### config.mk
export PLATFORM = sky130hd
export DESIGN_NAME = apg_top
export DESIGN_NICKNAME = d
export VERILOG_FILES = /design/src/pkg/apg_pkg.sv /design/src/verilog/apg_top.sv
export SDC_FILE = /design/constraint.sdc
export NUM_CORES = 1
export LEC_CHECK = 0
export BUFFER_PORTS_ARGS = -buffer_cell sky130_fd_sc_hd__buf_4
export CELL_PAD_IN_SITES_DETAIL_PLACEMENT = 0
export CELL_PAD_IN_SITES_GLOBAL_PLACEMENT = 1
export CORE_ASPECT_RATIO = 0.5
export CORE_MARGIN = 1
export CORE_UTILIZATION = 41
export CTS_CLUSTER_SIZE = 30
export DETAILED_ROUTE_END_ITERATION = 16
export PLACE_DENSITY = 0.85
export SLEW_MARGIN = 10
export SYNTH_ARGS = -nofsm -noshare
export SYNTH_HDL_FRONTEND = slang
export SYNTH_SLANG_ARGS = --single-unit
### constraint.sdc
create_clock -name clk_sys_in -period 5.32 [get_ports clk_sys_in]
set_clock_uncertainty 0.2 [all_clocks]
set_input_delay 0.532 -clock clk_sys_in [delete_from_list [all_inputs] [get_ports clk_sys_in]]
set_output_delay 0.532 -clock clk_sys_in [all_outputs]
set_load 0.05 [all_outputs]
### src/pkg/apg_pkg.sv
// package: constants and types for the aux pointer address generator
package apg_pkg;
    localparam int ADDR_W = 23;
    localparam int LOW_W = 16;
    localparam int HIGH_W = 7;
    localparam int DATA_W = 16;
    localparam int K16_W = 16;
    localparam int EXT_BYTES = 2;
    localparam logic [22:0] PTR_RESET = 23'h00_0000;
    localparam logic [22:0] ADDR_ONE = 23'h00_0001;
    localparam logic [15:0] DATA_RESET = 16'h0000;

    // operand forms handled here
    typedef enum logic [1:0]
    {
        APG_MODE_POSTDEC = 2'h0,
        APG_MODE_INDEX = 2'h1,
        APG_MODE_CONST = 2'h2,
        APG_MODE_NONE = 2'h3
    } apg_mode_t;

    typedef enum logic [2:0]
    {
        APG_ST_IDLE = 3'b001,
        APG_ST_FIRST = 3'b010,
        APG_ST_SECOND = 3'b100
    } apg_state_t;
endpackage

### src/verilog/apg_top.sv
// aux pointer address generator for three indirect operand forms
`timescale 1ns/10ps
// Operation
// - post-decrement: access at pointer, then subtract temp
// - indexed: address pointer plus temp, pointer kept
// - constant: sign-extended offset plus pointer, kept
// - offset taken from two-byte instruction extension
// - constant-offset instruction never paired in parallel
// - double word: address, then plus/minus one by parity
// - first word to named register, second next
// - circular: zero-extended buffer start added to address
module apg_top
(
    input wire logic clk_sys_in,
    input wire logic rst_n_in,
    input wire logic req_valid_in,
    input wire apg_pkg::apg_mode_t mode_in,
    input wire logic dbl_in,
    input wire logic [22:0] ptr_load_in,
    input wire logic ptr_load_en_in,
    input wire logic [15:0] temp_reg_one_in,
    input wire logic [15:0] circ_buffer_start_in,
    input wire logic circ_enable_in,
    input wire logic [7:0] ext_byte_hi_in,
    input wire logic [7:0] ext_byte_lo_in,
    input wire logic mem_ready_in,
    input wire logic [15:0] mem_rdata_in,
    output logic busy_out,
    output logic parallel_ok_out,
    output logic mem_req_out,
    output logic [22:0] mem_addr_out,
    output logic [22:0] ext_aux_pointer_out,
    output logic [15:0] pair_first_out,
    output logic [15:0] pair_second_out,
    output logic done_out
);
    // ------------------------------------------------------------
    // address formation
    // ------------------------------------------------------------
    logic [22:0] ptr_q;
    logic [22:0] ptr_d;
    apg_pkg::apg_state_t state_q;
    apg_pkg::apg_state_t state_d;
    logic [22:0] addr_q;
    logic [22:0] addr_d;
    logic dbl_q;
    logic dbl_d;
    logic [15:0] first_q;
    logic [15:0] first_d;
    logic [15:0] second_q;
    logic [15:0] second_d;
    logic done_q;
    logic done_d;
    logic [15:0] long_signed_offset;
    logic [22:0] offset_ext;
    logic [22:0] temp_ext;
    logic [22:0] base_addr;
    logic [22:0] pair_addr;
    logic [22:0] new_ptr;
    logic take;

    assign long_signed_offset = {ext_byte_hi_in, ext_byte_lo_in};
    assign offset_ext = {{(apg_pkg::ADDR_W - apg_pkg::K16_W)
        {long_signed_offset[15]}}, long_signed_offset};
    assign temp_ext = {{(apg_pkg::ADDR_W - apg_pkg::DATA_W){1'b0}},
        temp_reg_one_in};
    assign parallel_ok_out = (mode_in != apg_pkg::APG_MODE_CONST);
    assign take = req_valid_in && (state_q == apg_pkg::APG_ST_IDLE)
        && (mode_in != apg_pkg::APG_MODE_NONE);

    always_comb
    begin
        base_addr = ptr_q;
        new_ptr = ptr_q;
        case (mode_in)
            apg_pkg::APG_MODE_POSTDEC:
            begin
                base_addr = ptr_q;
                new_ptr = 23'(ptr_q - temp_ext);
            end
            apg_pkg::APG_MODE_INDEX:
                base_addr = 23'(ptr_q + temp_ext);
            apg_pkg::APG_MODE_CONST:
                base_addr = 23'(ptr_q + offset_ext);
            default:
                base_addr = ptr_q;
        endcase
        if (circ_enable_in)
        begin
            base_addr = 23'(base_addr + {{(apg_pkg::ADDR_W
                - apg_pkg::DATA_W){1'b0}}, circ_buffer_start_in});
        end
    end

    assign pair_addr = addr_q[0] ? 23'(addr_q - apg_pkg::ADDR_ONE)
        : 23'(addr_q + apg_pkg::ADDR_ONE);

    // ------------------------------------------------------------
    // access sequencer
    // ------------------------------------------------------------
    always_comb
    begin
        state_d = state_q;
        ptr_d = ptr_q;
        addr_d = addr_q;
        dbl_d = dbl_q;
        first_d = first_q;
        second_d = second_q;
        done_d = 1'b0;
        case (state_q)
            apg_pkg::APG_ST_IDLE:
            begin
                if (ptr_load_en_in)
                begin
                    ptr_d = ptr_load_in;
                end
                if (take)
                begin
                    addr_d = base_addr;
                    dbl_d = dbl_in;
                    ptr_d = new_ptr;
                    state_d = apg_pkg::APG_ST_FIRST;
                end
            end
            apg_pkg::APG_ST_FIRST:
            begin
                if (mem_ready_in)
                begin
                    first_d = mem_rdata_in;
                    if (dbl_q)
                    begin
                        addr_d = pair_addr;
                        state_d = apg_pkg::APG_ST_SECOND;
                    end
                    else
                    begin
                        done_d = 1'b1;
                        state_d = apg_pkg::APG_ST_IDLE;
                    end
                end
            end
            apg_pkg::APG_ST_SECOND:
            begin
                if (mem_ready_in)
                begin
                    second_d = mem_rdata_in;
                    done_d = 1'b1;
                    state_d = apg_pkg::APG_ST_IDLE;
                end
            end
            default:
                state_d = apg_pkg::APG_ST_IDLE;
        endcase
    end

    always_ff @(posedge clk_sys_in or negedge rst_n_in)
    begin
        if (!rst_n_in)
        begin
            state_q <= apg_pkg::APG_ST_IDLE;
            ptr_q <= apg_pkg::PTR_RESET;
            addr_q <= apg_pkg::PTR_RESET;
            dbl_q <= 1'b0;
            first_q <= apg_pkg::DATA_RESET;
            second_q <= apg_pkg::DATA_RESET;
            done_q <= 1'b0;
        end
        else
        begin
            state_q <= state_d;
            ptr_q <= ptr_d;
            addr_q <= addr_d;
            dbl_q <= dbl_d;
            first_q <= first_d;
            second_q <= second_d;
            done_q <= done_d;
        end
    end

    assign busy_out = (state_q != apg_pkg::APG_ST_IDLE);
    assign mem_req_out = busy_out;
    assign mem_addr_out = addr_q;
    assign ext_aux_pointer_out = ptr_q;
    assign pair_first_out = first_q;
    assign pair_second_out = second_q;
    assign done_out = done_q;
endmodule

Word-level counts from Yosys, hierarchy flattened
Cells that the tools add are included.
W data, S select, Z words.

word-level totals
  register bits = 83
  input port bits = 96
  word-level logic and storage cells = 56

cells by class
  add/subtract/negate cells = 6
  equal/unequal tests = 13
  multiplexer cells = 19
  reductions and logical operators = 11

operator list
  kind                     count
  $mux W23                 8
  $pmux W23 S2             2
  $add A23 B16 Y23         2
  $add A23 B1 Y23 const B  1
  $add A23 B23 Y23         1
  $sub A23 B1 Y23 const B  1
  $sub A23 B16 Y23         1
  $mux W3                  4
  $ne A2 B2 Y1 const B     6
  $pmux W3 S3              1
  $reduce_and A2 Y1        3
  $reduce_and A3 Y1        2
  $reduce_and A4 Y1        1
  $reduce_bool A2 Y1       2
  $eq A3 B1 Y1 const B     1
  $eq A3 B2 Y1 const B     1
  $eq A3 B3 Y1 const B     1
  $mux W1                  3
  $ne A3 B1 Y1 const B     1
  $eq A2 B1 Y1 const B     1
  $eq A2 B2 Y1 const B     1
  $logic_and A1 B1 Y1      2
  $logic_not A2 Y1         1
  $ne A2 B1 Y1 const B     1
  $pmux W1 S2              1

Logic depth before layout (Yosys ltp)
  depth after elaboration = 6
  depth in mapped cells = 24

Least setup slack after synthesis
No wires, ideal clock.

  path type = input -> register
  from = input port mode_in[0]
  to = register addr_q[22], in the netlist mem_addr_out[22]
  setup time = 0.077 ns
  arrival time = 4.998 ns
  path slack = 0.045 ns
  stages = 21
  buffers on the path = 1
  cells stage by stage = inv_1 ha_1 clkbuf_1 mux2_2 ha_1 inv_1 fa_1 nand2b_1 a21oi_2 nor2_1 o21ai_0 xor2_1 mux2_2 ha_1 nand2_1 o311ai_0 a41oi_1 o21ai_0 or4b_4 xnor3_1 o21ai_1

between the ends
  longest elaborated chain between the ends = 6
  elaborated cells on any way between the ends = 11

RTL lines
  what                                          RTL line        source
  start: declaration                            apg_top.sv:17   input wire apg_pkg::apg_mode_t mode_in,
  $eq A2 B2 Y1 or $eq A2 B1 Y1 (tied branches)  apg_top.sv:75   case (mode_in)
  $pmux W23 S2                                  apg_top.sv:75
  $add A23 B16 Y23                              apg_top.sv:90   base_addr = 23'(base_addr + {{(apg_pkg::ADDR_W
  $mux W23                                      apg_top.sv:88   if (circ_enable_in)
  $mux W23                                      apg_top.sv:117  if (take)
  $pmux W23 S2                                  apg_top.sv:110  case (state_q)
  end signal: assignment                        apg_top.sv:162  addr_q <= apg_pkg::PTR_RESET;
  end signal: assignment                        apg_top.sv:172  addr_q <= addr_d;
  end: declaration                              apg_top.sv:44   logic [22:0] addr_q;

Parallel ways exist; a longest one is shown, timed or not. The select of a mux whose other input is x is not followed.
A chain may end at the register's enable or synchronous reset.

Worst setup path in the final report
Same ends and word-level chain as after synthesis.

==> metrics.yaml <==
routing:
  num_vias: 7707
  drtPass1Iterations: 4
  dr_wl_met3_um: 1279
  detail_route.wirelength_um: 23040
  viasPerCell: 5.401
  ant_nets: 0
  met2_length_um: 10040
  route.detailed.drc: 0
  drtIter0Drc: 440
  highest_layer: "met4"
  post_drt_wl_per_cell_um: 16.14
  met1_length_um: 11650
final_layout:
  area.growth.synth_to_final_pct: 27.82
  diodes: 0
  drive_gt1_frac: 0.2800
  final_cell_mix: "buf_4, nand2_1, a21oi_1"
  final_nets: 1346
  layout_commonest_cell: "buf_4"
yosys:
  synth_seq_cells: 83
  synth_edf_count: 0
  synthArstFlopShare: 1.000
  ys_seq_area_frac: 0.2596
  synth_flop_cell: "dfrtp_1"
  yosysUniqueCellTypes: 79
  yosys_warnings: 0
  synth_cells: 957
  mappedNetlistArea_sq_um: 8005
  syn_nets: 1140
  postSynthAreaPerCell_sq_um: 8.365
timing:
  maxSlewHeadroom: 0.2296
  fmax_mhz: 199.5
  whs_ps: 182.4
  timing.final.hold_violations: 0
  slew_viol_final: 0
  finalCriticalPeriod_ps: 5012
  rsz0062_at_grt: "no"
  setup_viol: 0
  worst_pin_slew_ps: 1156
  setup_tns_ps: 0
  finalCritPeriodShare: 0.9422
pwr:
  p_per_area_nw_per_um2: 713.5
  ir_drop_mv: 0.2408
  power_leakage_nw: 4.975
setup_path:
  crit_slowest_cell: "or4b_4"
  cp_cell_sequence: "buf_4 > inv_1 > ha_1 > mux2_2 > ha_1 > inv_1 > fa_1 > nand2b_1 > a21oi_2 > nor2_1 > o21ai_0 > xor2_1 > mux2_2 > ha_1 > nand2_1 > buf_4 > nor2_1 > a22oi_1 > o311ai_2 > a41oi_1 > o21ai_1 > or4b_4 > xnor3_1 > o21ai_1"
  critPathArrivalTime_ps: 5100
  startpoint_type: "input pin"
  cpMostUsedCell: "ha_1"
  critPathMaxFanout: 5
  path_buf_inv: 4
  worst_ep_required_time_ps: 5400
  setup.worst_path.end_class: "register"
  crit_family: "adder cells"
  critPathMaxStageDelay_ps: 510
  r2r_slack_ps: 730
  critPathKind: "in2reg"
floorplanning:
  dieHeight_um: 100.8
  ioPinCount: 178
  die_w_um: 199.6
  initial_core_util: 0.4271
  die_area_sq_um: 20120
  rows: 35
  core_sq_um: 18740
clock_network:
  cts-root-buf: "clkbuf_16"
  clock_latency_ps: 360
  clock-sinks: 83
  cts_tree: "built"
  post_cts_buffers: 0
  htreeDepth: 3
  path_clk_slew_ps: 70
  cts_buffers: 9
  cts_buffer_depth: 2
grt:
  grt-ovfl-total: 0
  grt_pass1_wl_um: 37150
  grt_pass1_vias: 7313
  antenna_found_initial: 0
  grtUsageTotal: 0.2345
  grt_max_degree: 70
outcome:
  status: "finished, final reports clean"
placement:
  hpwl_um: 18090
  routabilityCongestion: 0.8641
  port_buffers: 177
min_path:
  hold_class: "in2reg"
run:
  cap_violations: 0
[state kept, by name, summed over array words and instances, names as in the netlist]
name	flops
done_out	1
mem_addr_out	23
dbl_q	1
state_q	3
ext_aux_pointer_out	23
pair_first_out	16
pair_second_out	16
[path summary, 6_finish.rpt]
kind / from / end / cells after the start
worst max register to register: ext_aux_pointer_out[0] / mem_addr_out[22] / 20
min in group asynchronous: rst_n_in / ext_aux_pointer_out[2] / 2
worst max-delay path: mode_in[0] / mem_addr_out[22] / 24
max in group asynchronous: rst_n_in / mem_addr_out[12] / 3
worst min register to register: pair_first_out[5] / pair_first_out[5] / 1
worst min-delay path: dbl_in / dbl_q / 3
[power breakdown]
part           internal [mW]  leakage, nW  switching, mW
clock network          0.331        0.138          0.314
registers              0.889         1.03          0.360
logic                   2.23         3.81           3.18
total                   3.45         4.97           3.85
[cells in the mapped netlist, drive strengths merged (12+ instances only)]
library cell | n | area, sq um
a211oi | 20 | 160.2
a21o | 29 | 217.7
a21oi | 97 | 496.7
clkbuf | 33 | 133.9
dfrtp | 82 | 2052
ha | 84 | 1051
inv | 43 | 161.4
mux2 | 44 | 495.5
nand2 | 102 | 382.9
nand2b | 14 | 87.58
nand3 | 24 | 120.1
nor2 | 57 | 214.0
nor3 | 22 | 110.1
o211ai | 13 | 107.6
o21a | 12 | 91.34
o21ai | 81 | 409.1
xnor2 | 34 | 297.8
xor2 | 23 | 201.4
[cells by family (layout without fill, tap and decap cells)]
group,after synthesis,count (layout),synth area share
fa+ha+maj,87,87,0.1388
buf+inv,79,290,0.03892
flops,83,83,0.2596
xor+xnor,58,58,0.06518
simple gates,289,289,0.1762
mux,50,50,0.06940
compound gates,311,311,0.2520
[per-stage QoR]
step	cell area, sq um	total power [mW]	utilization	worst slack, ps	cells
finish	10230	7.300	0.5459	307.5	1427
detailed placement	9917	6.596	0.5291	-276.5	1410
floorplan	8005	5.061	-	45.12	957
global placement	9917	6.496	0.5291	-129.6	1410
global route	10230	7.901	0.5459	17.33	1427
CTS	10220	7.280	0.5452	83.64	1427
[layout make-up]
| type | instances | area, sq um |
|---|---|---|
| well taps | 259 | 324.1 |
| repair buffers | 230 | 1729 |
| clock buffers | 9 | 225.2 |
| multi-input cells | 795 | 5644 |
| fillers | 1772 | 8511 |
| inverters | 44 | 165.2 |
| flip-flops and latches | 83 | 2078 |
| clock inverters | 7 | 66.31 |
[worst reg2reg max path, cell delays in order, from the launching register on]
cell and delay (ps):
dfrtp_1 400, ha_1 220, inv_1 70, fa_1 400, nand2b_1 190, a21oi_2 150, nor2_1 80, o21ai_0 190
xor2_1 90, mux2_2 280, ha_1 300, nand2_1 90, buf_4 140, nor2_1 80, a22oi_1 80, o311ai_2 100
a41oi_1 190, o21ai_1 280, or4b_4 510, xnor3_1 350, o21ai_1 120
[routing by layer]
layer	vias up	global-route usage
li1	3911	-
met1	3578	0.3367
met2	209	0.3718
met3	9	0.04316
met4	0	0.03523
met5	-	0
[timing repair]
action	in CTS	in global routing
gates resized for setup	0	4
endpoints found under the hold margin	14	0
hold buffers	1	0
setup endpoints to repair	0	3
No activity file was read; power rests on OpenSTA's default activity.
